**config.mk**
```make
export PLATFORM = sky130hd
export DESIGN_NAME = gpio_ports
export DESIGN_NICKNAME = d
export VERILOG_FILES = /design/src/hdl/gpio_ports.v /design/src/hdl/port_pins.v
export VERILOG_INCLUDE_DIRS = /design/src /design/src/hdl
export SDC_FILE = /design/constraint.sdc
export NUM_CORES = 1
export LEC_CHECK = 0
export BUFFER_PORTS_ARGS = -buffer_cell sky130_fd_sc_hd__buf_2
export CAP_MARGIN = 20
export CORE_AREA = 2 2 194 196
export DETAILED_ROUTE_END_ITERATION = 8
export DIE_AREA = 0 0 196 198
export HOLD_SLACK_MARGIN = 0.03
export MAX_ROUTING_LAYER = met4
export PLACE_DENSITY = 0.71
export REMOVE_ABC_BUFFERS = 1
export SYNTH_ARGS = -nofsm -noshare
export SYNTH_HDL_FRONTEND = slang
export SYNTH_SLANG_ARGS = --single-unit
```
**constraint.sdc**
```tcl
create_clock -name SYS_CLK_I -period 3.1 [get_ports SYS_CLK_I]
set_input_delay 0.93 -clock SYS_CLK_I [delete_from_list [all_inputs] [get_ports SYS_CLK_I]]
set_output_delay 0.93 -clock SYS_CLK_I [all_outputs]
set_load 0.03 [all_outputs]
```
**src/hdl/gpio_map.vh**
```
`ifndef GPIO_MAP_VH
`define GPIO_MAP_VH

// Register byte offsets; each register is one word holding one 8-bit port.
`define OFS_DATA 12'h000
`define OFS_DIR 12'h010
`define OFS_PULL 12'h100
`define OFS_SLEW 12'h110
`define OFS_DRIVE 12'h120

// Decoded register groups.
`define GRP_DATA 3'h0
`define GRP_DIR 3'h1
`define GRP_PULL 3'h2
`define GRP_SLEW 3'h3
`define GRP_DRIVE 3'h4
`define GRP_NONE 3'h7

// Reset values per port byte.
`define RST_DATA 8'h00
`define RST_DIR 8'h00
`define RST_PULL 8'h00
`define RST_SLEW 8'hFF
`define RST_DRIVE 8'h00

// Oscillator pins inside port G and the index of port F, one below port G.
`define OSC_MASK 8'h60
`define PORT_G_IDX 2

// Bus responses.
`define RESP_OKAY 2'h0
`define RESP_SLVERR 2'h2

`endif

```
**src/hdl/gpio_ports.v**
```verilog
`timescale 1ns/100ps
`include "gpio_map.vh"

module gpio_ports (
	// Clock and reset.
	input wire SYS_CLK_I,
	input wire ARST_N_I,
	// AXI4-Lite write address channel.
	input wire [11:0] AWADDR_I,
	input wire AWVALID_I,
	output wire AWREADY_O,
	// AXI4-Lite write data channel.
	input wire [31:0] WDATA_I,
	input wire [3:0] WSTRB_I,
	input wire WVALID_I,
	output wire WREADY_O,
	// AXI4-Lite write response channel.
	output wire [1:0] BRESP_O,
	output wire BVALID_O,
	input wire BREADY_I,
	// AXI4-Lite read address channel.
	input wire [11:0] ARADDR_I,
	input wire ARVALID_I,
	output wire ARREADY_O,
	// AXI4-Lite read data channel.
	output wire [31:0] RDATA_O,
	output wire [1:0] RRESP_O,
	output wire RVALID_O,
	input wire RREADY_I,
	// Pads, ports D, E, F, G at bytes 0 to 3.
	input wire [31:0] PIN_I,
	output wire [31:0] PIN_O,
	output wire [31:0] PIN_OE_N_O,
	output wire [31:0] PIN_PULLUP_O,
	output wire [31:0] PIN_SLEW_O,
	output wire [31:0] PIN_HIDRIVE_O,
	// Shared digital peripherals.
	input wire [31:0] PERIPH_EN_I,
	input wire [31:0] PERIPH_DIR_I,
	input wire [31:0] PERIPH_OUT_I,
	input wire [31:0] KEYPAD_EN_I,
	output wire [31:0] PIN_SYNC_O,
	// Analog converter inputs and oscillator.
	input wire [31:0] ANALOG_EN_I,
	input wire OSC_EN_I
);

	// Register storage, one byte per port.
	reg [31:0] data_reg;
	reg [31:0] dir_reg;
	reg [31:0] pull_reg;
	reg [31:0] slew_reg;
	reg [31:0] drive_reg;

	// Write channel state.
	reg aw_full_reg;
	reg [11:0] aw_addr_reg;
	reg w_full_reg;
	reg [7:0] w_data_reg;
	reg w_strb_reg;
	reg bvalid_reg;
	reg [1:0] bresp_reg;

	// Read channel state.
	reg rvalid_reg;
	reg [31:0] rdata_reg;
	reg [1:0] rresp_reg;

	wire aw_take;
	wire w_take;
	wire do_write;
	wire ar_take;
	wire [2:0] wr_grp;
	wire [1:0] wr_port;
	wire [2:0] rd_grp;
	wire [1:0] rd_port;
	wire [31:0] port_read;
	reg [7:0] rd_byte;

	// Maps an address onto its register group; misaligned or unknown is none.
	function [2:0] reg_group;
		input [11:0] addr;
		begin
			if (addr[1:0] != 2'h0) begin
				reg_group = `GRP_NONE;
			end else begin
				// Widened so the selector matches the shifted offsets bit for bit.
				case ({4'h0, addr[11:4]})
					`OFS_DATA >> 4: reg_group = `GRP_DATA;
					`OFS_DIR >> 4: reg_group = `GRP_DIR;
					`OFS_PULL >> 4: reg_group = `GRP_PULL;
					`OFS_SLEW >> 4: reg_group = `GRP_SLEW;
					`OFS_DRIVE >> 4: reg_group = `GRP_DRIVE;
					default: reg_group = `GRP_NONE;
				endcase
			end
		end
	endfunction

	// Handshakes: one write and one read in flight, each holds until answered.
	assign AWREADY_O = ~aw_full_reg & ~bvalid_reg;
	assign WREADY_O = ~w_full_reg & ~bvalid_reg;
	assign ARREADY_O = ~rvalid_reg;
	assign aw_take = AWVALID_I & AWREADY_O;
	assign w_take = WVALID_I & WREADY_O;
	assign ar_take = ARVALID_I & ARREADY_O;
	assign do_write = aw_full_reg & w_full_reg & ~bvalid_reg;

	assign BVALID_O = bvalid_reg;
	assign BRESP_O = bresp_reg;
	assign RVALID_O = rvalid_reg;
	assign RDATA_O = rdata_reg;
	assign RRESP_O = rresp_reg;

	assign wr_grp = reg_group(aw_addr_reg);
	assign wr_port = aw_addr_reg[3:2];
	assign rd_grp = reg_group(ARADDR_I);
	assign rd_port = ARADDR_I[3:2];

	// Address and data are captured independently so either may arrive first.
	always @(posedge SYS_CLK_I or negedge ARST_N_I) begin
		if (!ARST_N_I) begin
			aw_full_reg <= 1'b0;
			aw_addr_reg <= 12'h000;
			w_full_reg <= 1'b0;
			w_data_reg <= 8'h00;
			w_strb_reg <= 1'b0;
		end else begin
			if (aw_take) begin
				aw_full_reg <= 1'b1;
				aw_addr_reg <= AWADDR_I;
			end else if (do_write) begin
				aw_full_reg <= 1'b0;
			end
			if (w_take) begin
				w_full_reg <= 1'b1;
				w_data_reg <= WDATA_I[7:0];
				w_strb_reg <= WSTRB_I[0];
			end else if (do_write) begin
				w_full_reg <= 1'b0;
			end
		end
	end

	// Write response; the unmapped address gets a slave error.
	always @(posedge SYS_CLK_I or negedge ARST_N_I) begin
		if (!ARST_N_I) begin
			bvalid_reg <= 1'b0;
			bresp_reg <= `RESP_OKAY;
		end else begin
			if (do_write) begin
				bvalid_reg <= 1'b1;
				bresp_reg <= (wr_grp == `GRP_NONE) ? `RESP_SLVERR : `RESP_OKAY;
			end else if (BREADY_I) begin
				bvalid_reg <= 1'b0;
			end
		end
	end

	// Register writes; only the low byte lane carries a port, so only its strobe counts.
	always @(posedge SYS_CLK_I or negedge ARST_N_I) begin
		if (!ARST_N_I) begin
			data_reg <= {4{`RST_DATA}};
			dir_reg <= {4{`RST_DIR}};
			pull_reg <= {4{`RST_PULL}};
			slew_reg <= {4{`RST_SLEW}};
			drive_reg <= {4{`RST_DRIVE}};
		end else if (do_write && w_strb_reg) begin
			case (wr_grp)
				`GRP_DATA: begin
					// Latched whatever the direction, so data may be set up first.
					data_reg[{wr_port, 3'h0} +: 8] <= w_data_reg;
				end
				`GRP_DIR: begin
					dir_reg[{wr_port, 3'h0} +: 8] <= w_data_reg;
				end
				`GRP_PULL: begin
					pull_reg[{wr_port, 3'h0} +: 8] <= w_data_reg;
				end
				`GRP_SLEW: begin
					slew_reg[{wr_port, 3'h0} +: 8] <= w_data_reg;
				end
				`GRP_DRIVE: begin
					drive_reg[{wr_port, 3'h0} +: 8] <= w_data_reg;
				end
				default: begin
					data_reg <= data_reg;
				end
			endcase
		end
	end

	// Read mux; data reads show port_read (latch where the direction bit is set, else pin state; analog bits zero), the others the stored byte.
	always @* begin
		rd_byte = 8'h00;
		case (rd_grp)
			`GRP_DATA: begin
				rd_byte = port_read[{rd_port, 3'h0} +: 8];
			end
			`GRP_DIR: begin
				rd_byte = dir_reg[{rd_port, 3'h0} +: 8];
			end
			`GRP_PULL: begin
				rd_byte = pull_reg[{rd_port, 3'h0} +: 8];
			end
			`GRP_SLEW: begin
				rd_byte = slew_reg[{rd_port, 3'h0} +: 8];
			end
			`GRP_DRIVE: begin
				rd_byte = drive_reg[{rd_port, 3'h0} +: 8];
			end
			default: begin
				rd_byte = 8'h00;
			end
		endcase
	end

	// Read answer one edge after the address is taken; upper bits read zero.
	always @(posedge SYS_CLK_I or negedge ARST_N_I) begin
		if (!ARST_N_I) begin
			rvalid_reg <= 1'b0;
			rdata_reg <= 32'h00000000;
			rresp_reg <= `RESP_OKAY;
		end else begin
			if (ar_take) begin
				rvalid_reg <= 1'b1;
				rdata_reg <= {24'h000000, rd_byte};
				rresp_reg <= (rd_grp == `GRP_NONE) ? `RESP_SLVERR : `RESP_OKAY;
			end else if (RREADY_I) begin
				rvalid_reg <= 1'b0;
			end
		end
	end

	// One pin slice per port; only port G carries the oscillator pins.
	genvar g;
	generate
		for (g = 0; g < 4; g = g + 1) begin : port_slice
			port_pins #(
				.OSC_PORT((g == `PORT_G_IDX + 1) ? 1'b1 : 1'b0)
			) u_pins (
				.clk_i(SYS_CLK_I),
				.arst_n_i(ARST_N_I),
				.pin_i(PIN_I[g * 8 +: 8]),
				.out_o(PIN_O[g * 8 +: 8]),
				.oe_n_o(PIN_OE_N_O[g * 8 +: 8]),
				.pull_o(PIN_PULLUP_O[g * 8 +: 8]),
				.slew_o(PIN_SLEW_O[g * 8 +: 8]),
				.hidrive_o(PIN_HIDRIVE_O[g * 8 +: 8]),
				.latch_i(data_reg[g * 8 +: 8]),
				.dir_i(dir_reg[g * 8 +: 8]),
				.pull_en_i(pull_reg[g * 8 +: 8]),
				.slew_en_i(slew_reg[g * 8 +: 8]),
				.drive_en_i(drive_reg[g * 8 +: 8]),
				.per_en_i(PERIPH_EN_I[g * 8 +: 8]),
				.per_dir_i(PERIPH_DIR_I[g * 8 +: 8]),
				.per_out_i(PERIPH_OUT_I[g * 8 +: 8]),
				.ana_en_i(ANALOG_EN_I[g * 8 +: 8]),
				.kbd_en_i(KEYPAD_EN_I[g * 8 +: 8]),
				.osc_en_i(OSC_EN_I),
				.read_o(port_read[g * 8 +: 8]),
				.sync_o(PIN_SYNC_O[g * 8 +: 8])
			);
		end
	endgenerate

endmodule

```
**src/hdl/port_pins.v**
```verilog
`timescale 1ns/100ps
`include "gpio_map.vh"

module port_pins #(
	parameter [0:0] OSC_PORT = 1'b0
) (
	// Clock and reset.
	input wire clk_i,
	input wire arst_n_i,
	// Pad side.
	input wire [7:0] pin_i,
	output reg [7:0] out_o,
	output reg [7:0] oe_n_o,
	output reg [7:0] pull_o,
	output reg [7:0] slew_o,
	output reg [7:0] hidrive_o,
	// Port registers.
	input wire [7:0] latch_i,
	input wire [7:0] dir_i,
	input wire [7:0] pull_en_i,
	input wire [7:0] slew_en_i,
	input wire [7:0] drive_en_i,
	// Peripheral overrides.
	input wire [7:0] per_en_i,
	input wire [7:0] per_dir_i,
	input wire [7:0] per_out_i,
	input wire [7:0] ana_en_i,
	input wire [7:0] kbd_en_i,
	input wire osc_en_i,
	// Results.
	output wire [7:0] read_o,
	output wire [7:0] sync_o
);

	reg [7:0] meta_reg;
	reg [7:0] sync_reg;
	wire [7:0] osc_bits;
	wire [7:0] ana;
	wire [7:0] drive;
	wire [7:0] value;

	// Oscillator pins behave like analog pins: no port setting reaches them.
	assign osc_bits = (OSC_PORT && osc_en_i) ? `OSC_MASK : 8'h00;
	assign ana = ana_en_i | osc_bits;

	// Keypad forces input, a peripheral owns direction, else the port bit.
	assign drive = ~ana & ~kbd_en_i & ((per_en_i & per_dir_i) | (~per_en_i & dir_i));
	assign value = (per_en_i & per_dir_i & per_out_i) | (~(per_en_i & per_dir_i) & latch_i);

	// Read-back follows the port direction bit only; analog bits read zero.
	assign read_o = ~ana & ((dir_i & latch_i) | (~dir_i & sync_reg));
	assign sync_o = ~ana & sync_reg;

	// Two-stage synchroniser; only the second stage is looked at.
	always @(posedge clk_i or negedge arst_n_i) begin
		if (!arst_n_i) begin
			meta_reg <= 8'h00;
			sync_reg <= 8'h00;
		end else begin
			meta_reg <= pin_i;
			sync_reg <= meta_reg;
		end
	end

	// Pad controls are registered so the pads never see decode glitches.
	always @(posedge clk_i or negedge arst_n_i) begin
		if (!arst_n_i) begin
			out_o <= 8'h00;
			oe_n_o <= 8'hFF;
			pull_o <= 8'h00;
			slew_o <= 8'h00;
			hidrive_o <= 8'h00;
		end else begin
			out_o <= value & drive;
			oe_n_o <= ~drive;
			pull_o <= pull_en_i & ~drive & ~ana;
			slew_o <= slew_en_i & drive;
			hidrive_o <= drive_en_i & drive;
		end
	end

endmodule

```
After elaboration in Yosys (flattened, before gate mapping)
Cells that the tools add are included.
W data, S select, Z words.
- bits in registers: 421
- input bits: 260
- logic and storage cells: 213
- add/sub/neg operators: 1
- eq/ne operators: 18
- shift-type cells: 7
- muxes and demuxes: 20
- bitwise logic cells: 108
- reduce and logical (&&, ||, !) cells: 16
- operators by type and width (cell ; number):
    $and A8 B8 Y8 ; 60
    $not A8 Y8 ; 24
    $bwmux W32 ; 5
    $shiftx A32 B6 Y8 ; 5
    $or A8 B8 Y8 ; 13
    $eq A8 B5 Y1 const B ; 6
    $pmux W8 S5 ; 1
    $shift A8 B7 Y32 const A ; 1
    $shiftx A8 B7 Y32 ; 1
    $pmux W3 S5 ; 2
    $eq A8 B1 Y1 const B ; 2
    $logic_not A8 Y1 ; 2
    $eq A3 B2 Y1 const B ; 4
    $eq A3 B3 Y1 const B ; 4
    $reduce_bool A2 Y1 ; 6
    $reduce_and A2 Y1 ; 5
    $and A1 B1 Y1 ; 7
    $mux W1 ; 7
    $mux W7 ; 1
    $neg A5 Y7 ; 1
    $eq A3 B1 Y1 const B ; 2
    $logic_not A3 Y1 ; 2
    $mux W3 ; 2
    $mux W2 ; 2
    2 further kinds ; 5

Longest topological paths before layout
- word-level depth: 8
- mapped depth: 8
- depth with buffers taken out: 6

Modules after synthesis
A second synthesis with hierarchy kept.
- cells, all modules: 1541
- area total of the unflattened synthesis: 18007.3 um^2
- by module, submodules not included (module ; instances ; cells each ; area each (um^2)):
    gpio_ports ; 1 ; 931 ; 9233.9
    port_pins (port_slice[0].u_pins ...) ; 3 ; 152 ; 2192.1
    port_pins (port_slice[3].u_pins) ; 1 ; 154 ; 2197.1

Least setup slack after synthesis
No wires, ideal clock.
- path kind: in2reg
- start: in ARADDR_I[6]
- end: reg rdata_reg[3], in the netlist RDATA_O[3]
- setup time: 127 ps
- arrival time: 2412 ps
- path slack: 562 ps
- cell stages on the path: 7
- buffers on the path: 1
- path through: or4_4 a211oi_4 buf_6 nor3_1 a211o_1 a32oi_1 o21ai_1
- word-level cells in the longest chain between the ends: 5
- elaborated cells between the ends (all ways): 13
- ends and longest elaborated chain (item ; line ; text):
    from (decl) ; gpio_ports.v:22 ; input wire [11:0] ARADDR_I,
    $eq A8 B5 Y1 (tied with other cells) ; gpio_ports.v:88 ; case ({4'h0, addr[11:4]})
    $pmux W3 S5 * ; gpio_ports.v:88 ;
    $mux W3 * ; gpio_ports.v:84 ; if (addr[1:0] != 2'h0) begin
    $eq A3 B3 Y1 (tied with other cells) ; gpio_ports.v:196 ; case (rd_grp)
    $pmux W8 S5 * ; gpio_ports.v:196 ;
    to (signal assigned) ; gpio_ports.v:227 ; rdata_reg <= {24'h000000, rd_byte};
    to (decl) ; gpio_ports.v:66 ; reg [31:0] rdata_reg;
Every way passes the cells marked *; elsewhere a longest branch is shown, timed or not.
A chain may end at the register's enable or synchronous reset.

Worst setup path after layout
- start: in OSC_EN_I
- end: out PIN_SYNC_O[30]
- word-level cells in the longest chain between the ends: 4
- ends and longest elaborated chain (item ; line ; text):
    from (decl) ; gpio_ports.v:45 ; input wire OSC_EN_I
    $mux W7 ; port_pins.v:43 ; assign osc_bits = (OSC_PORT && osc_en_i) ? `OSC_MASK : 8'h00;
    $or A8 B8 Y8 ; port_pins.v:44 ; assign ana = ana_en_i | osc_bits;
    $not A8 Y8 ; port_pins.v:52 ; assign sync_o = ~ana & sync_reg;
    $and A8 B8 Y8 ; port_pins.v:52 ;
    to (decl) ; gpio_ports.v:42 ; output wire [31:0] PIN_SYNC_O,
Every way passes these cells.

==> results.sh <==
export IMPL_critPathMostFrequentCell="buf_2"
export IMPL_yosys_area_share_simple=0.161
export IMPL_netlist_instances=1536
export IMPL_clock_sinks=419
export IMPL_ant_nets=0
export IMPL_fin_crit_ns=2.68
export IMPL_drc=0
export IMPL_cts_buffer_depth=3
export IMPL_grt_busiest_layer="met2"
export IMPL_relSlewSlack=0.539
export IMPL_pre_cts_slack_ns=0.0111
export IMPL_drv_slew=0
export IMPL_worstPathArrival_ns=1.75
export IMPL_total_power_mw=13.1
export IMPL_first_global_vias=13731
export IMPL_post_cts_resized=0
export IMPL_fin_ws_ns=0.423
export IMPL_yosysWarnings=0
export IMPL_timing_setup_tns_ns=0
export IMPL_synth_top_area_frac=0.522
export IMPL_synth_xor_area_frac=0
export IMPL_final_nets=2298
export IMPL_initial_core_util=0.461
export IMPL_overflow=0
export IMPL_yosysUniqueCellTypes=59
export IMPL_grt_max_degree=74
export IMPL_die_w_um=196
export IMPL_viasPerCell=5.32
export IMPL_clock_latency_ns=0.56
export IMPL_synth_fa_ha_area_frac=0.00294
export IMPL_cp_data_required_time_ns=2.17
export IMPL_finalClockSkew_ns=0.0114
export IMPL_synth_avg_cell_area_um2=11.1
export IMPL_fp_dieArea_um2=38800
export IMPL_critPathSlowestCell="nor2_1"
export IMPL_wl_per_cell_um=21.1
export IMPL_place_hpwl_um=39800
export IMPL_whs_ns=0.346
export IMPL_seq_area_frac_synth=0.621
export IMPL_core_area_um2=37000
export IMPL_area_growth_synth_to_final_pct=26.7
export IMPL_gp_congestion=0.883
export IMPL_cts_setup_buffers=0
export IMPL_grt_setup_unrepaired="false"
export IMPL_cts_tree="yes"
export IMPL_htree_levels=2
export IMPL_cts_buffers_inserted=44
export IMPL_p_leak_nw=10.2
export IMPL_reg2reg_slack_ns=0.67
export IMPL_met3_usage=0.0485
export IMPL_drt_iter0_drc=688
export IMPL_postLayoutCoreUtil=0.584
export IMPL_setup_viol_count_final=0
export IMPL_clk_pin_slew_ns=0.06
export IMPL_ys_flop_type="dfrtp_1"
export IMPL_grt_pass1_wl_um=80800
export IMPL_synth_compound_area_frac=0.104
export IMPL_syn_area_um2=17000
export IMPL_worstMarginPinSlew_ns=0.690
export IMPL_drive_gt1_frac=0.316
export IMPL_worstSetupPathType="in2out"
export IMPL_post_route_period_util=0.864
export IMPL_synth_most_common_cell="dfrtp_1"
export IMPL_run_status="complete, no violations"
export IMPL_max_stage_delay_ns=0.30
export IMPL_timing_fmax_mhz=374
export IMPL_grt_usage=0.287
export IMPL_cts_hold_buf=0
export IMPL_synth_mux_area_frac=0.0799
export IMPL_dr_pass1_iters=5
export IMPL_synth_common_cells="dfrtp_1, nand2_1, o21ai_0, mux2i_1"
export IMPL_die_h_um=198
export IMPL_start_kind="primary input"
export IMPL_synth_edff_count=0
export IMPL_design_portCount=493
export IMPL_routed_wirelength_um=53700
export IMPL_synth_top_family_by_area="simple AND/OR/NAND/NOR gates"
export IMPL_ys_ff_latch=419
export IMPL_num_rows=71
export IMPL_crit_path_max_fanout=4
export IMPL_yosys_area_top_type="dfrtp_1"
export IMPL_path_buf_inv=2
export IMPL_crit_family="simple AND/OR/NAND/NOR gates"
export IMPL_use_met2=0.472
export IMPL_cts_root_buffer="clkbuf_16"
export IMPL_grt_antenna_before_repair=7
export IMPL_synth_area_leaders="dfrtp_1, dfstp_2, mux2i_1, nand2_1, o21ai_0"
export IMPL_hold_path_class="reg2reg"
export IMPL_p_per_area_nw_per_um2=606
export IMPL_port_buffers=439
export IMPL_crit_path_end_kind="output port"
export IMPL_timing_final_hold_violations=0
export IMPL_cap_viol_max_count=0
export IMPL_async_reset_ff_frac=1.00
export IMPL_path_cells="buf_2, nor2_1, and2_1, buf_2"
export IMPL_ir_drop_mv=0.553
export IMPL_gr_usage_met1=0.363
export IMPL_via_count=13558
through the flow:
| stage | instances | instance area (µm²) |
|---|---|---|
| 2_1_floorplan | 1491 | 16700 |
| 3_3_place_gp | 2462 | 20100 |
| 3_5_place_dp | 2462 | 20100 |
| 4_1_cts | 2542 | 21500 |
| 5_1_grt | 2549 | 21600 |
| 6_report | 2549 | 21600 |
cell usage in the layout (no fill, tap or decap), drive strengths merged, types with 7 or more instances in the layout:
cell / instances
mux2: 23
inv: 44
o2bb2ai: 8
o22ai: 12
clkbuf: 69
o31ai: 8
mux2i: 110
a32o: 8
nor3: 47
and2: 64
o21ai: 158
buf: 497
nor3b: 33
o221ai: 8
dfrtp: 355
diode: 7
nor2b: 40
nand2b: 8
a211oi: 7
a21oi: 50
conb: 26
nand3: 42
nor2: 36
dfstp: 64
nand2: 284
layout make-up:
class,count,area [µm²]
Inverter,44,165
Antenna cell,7,17.5
Sequential cell,419,10600
Clock buffer,69,1290
Clock inverter,11,158
Fill cell,3140,15400
Multi-Input combinational cell,1028,6010
Timing Repair Buffer,497,2770
Tap cell,474,593
where the power goes:
| group | total (mW) | switching [mW] | internal [mW] | leakage [nW] |
|---|---|---|---|---|
| Clock | 5.32 | 2.14 | 3.18 | 0.705 |
| Sequential | 6.10 | 0.386 | 5.71 | 5.42 |
| Combinational | 1.64 | 1.06 | 0.588 | 4.12 |
| Total | 13.1 | 3.58 | 9.48 | 10.2 |
cell families after synthesis:
group                      count (synthesis)
AOI/OAI and AO/OA                        294
adders and majority gates                  4
buffers and inverters                    114
and+or+nand+nor                          571
DFF                                      419
muxes                                    133
other                                      1
per-layer routing:
| layer | routed length (µm) | part of all wire |
|---|---|---|
| met4 | 1500 | 0.028 |
| met5 | 0 | 0 |
| met1 | 22400 | 0.42 |
| met2 | 26700 | 0.50 |
| met3 | 3140 | 0.059 |
final timing paths:
path                                                   from                          endpoint  cells after the start
max reg2reg                                  aw_addr_reg[6]                      pull_reg[24]                      6
min in group asynchronous                          ARST_N_I     port_slice[1].u_pins.out_o[1]                      1
max in group asynchronous                          ARST_N_I                     w_data_reg[5]                      3
max                                                OSC_EN_I                    PIN_SYNC_O[30]                      4
min                        port_slice[2].u_pins.meta_reg[5]  port_slice[2].u_pins.sync_reg[5]                      0
min reg2reg                port_slice[2].u_pins.meta_reg[5]  port_slice[2].u_pins.sync_reg[5]                      0
Note: power is estimated with default switching activity, not from simulation.
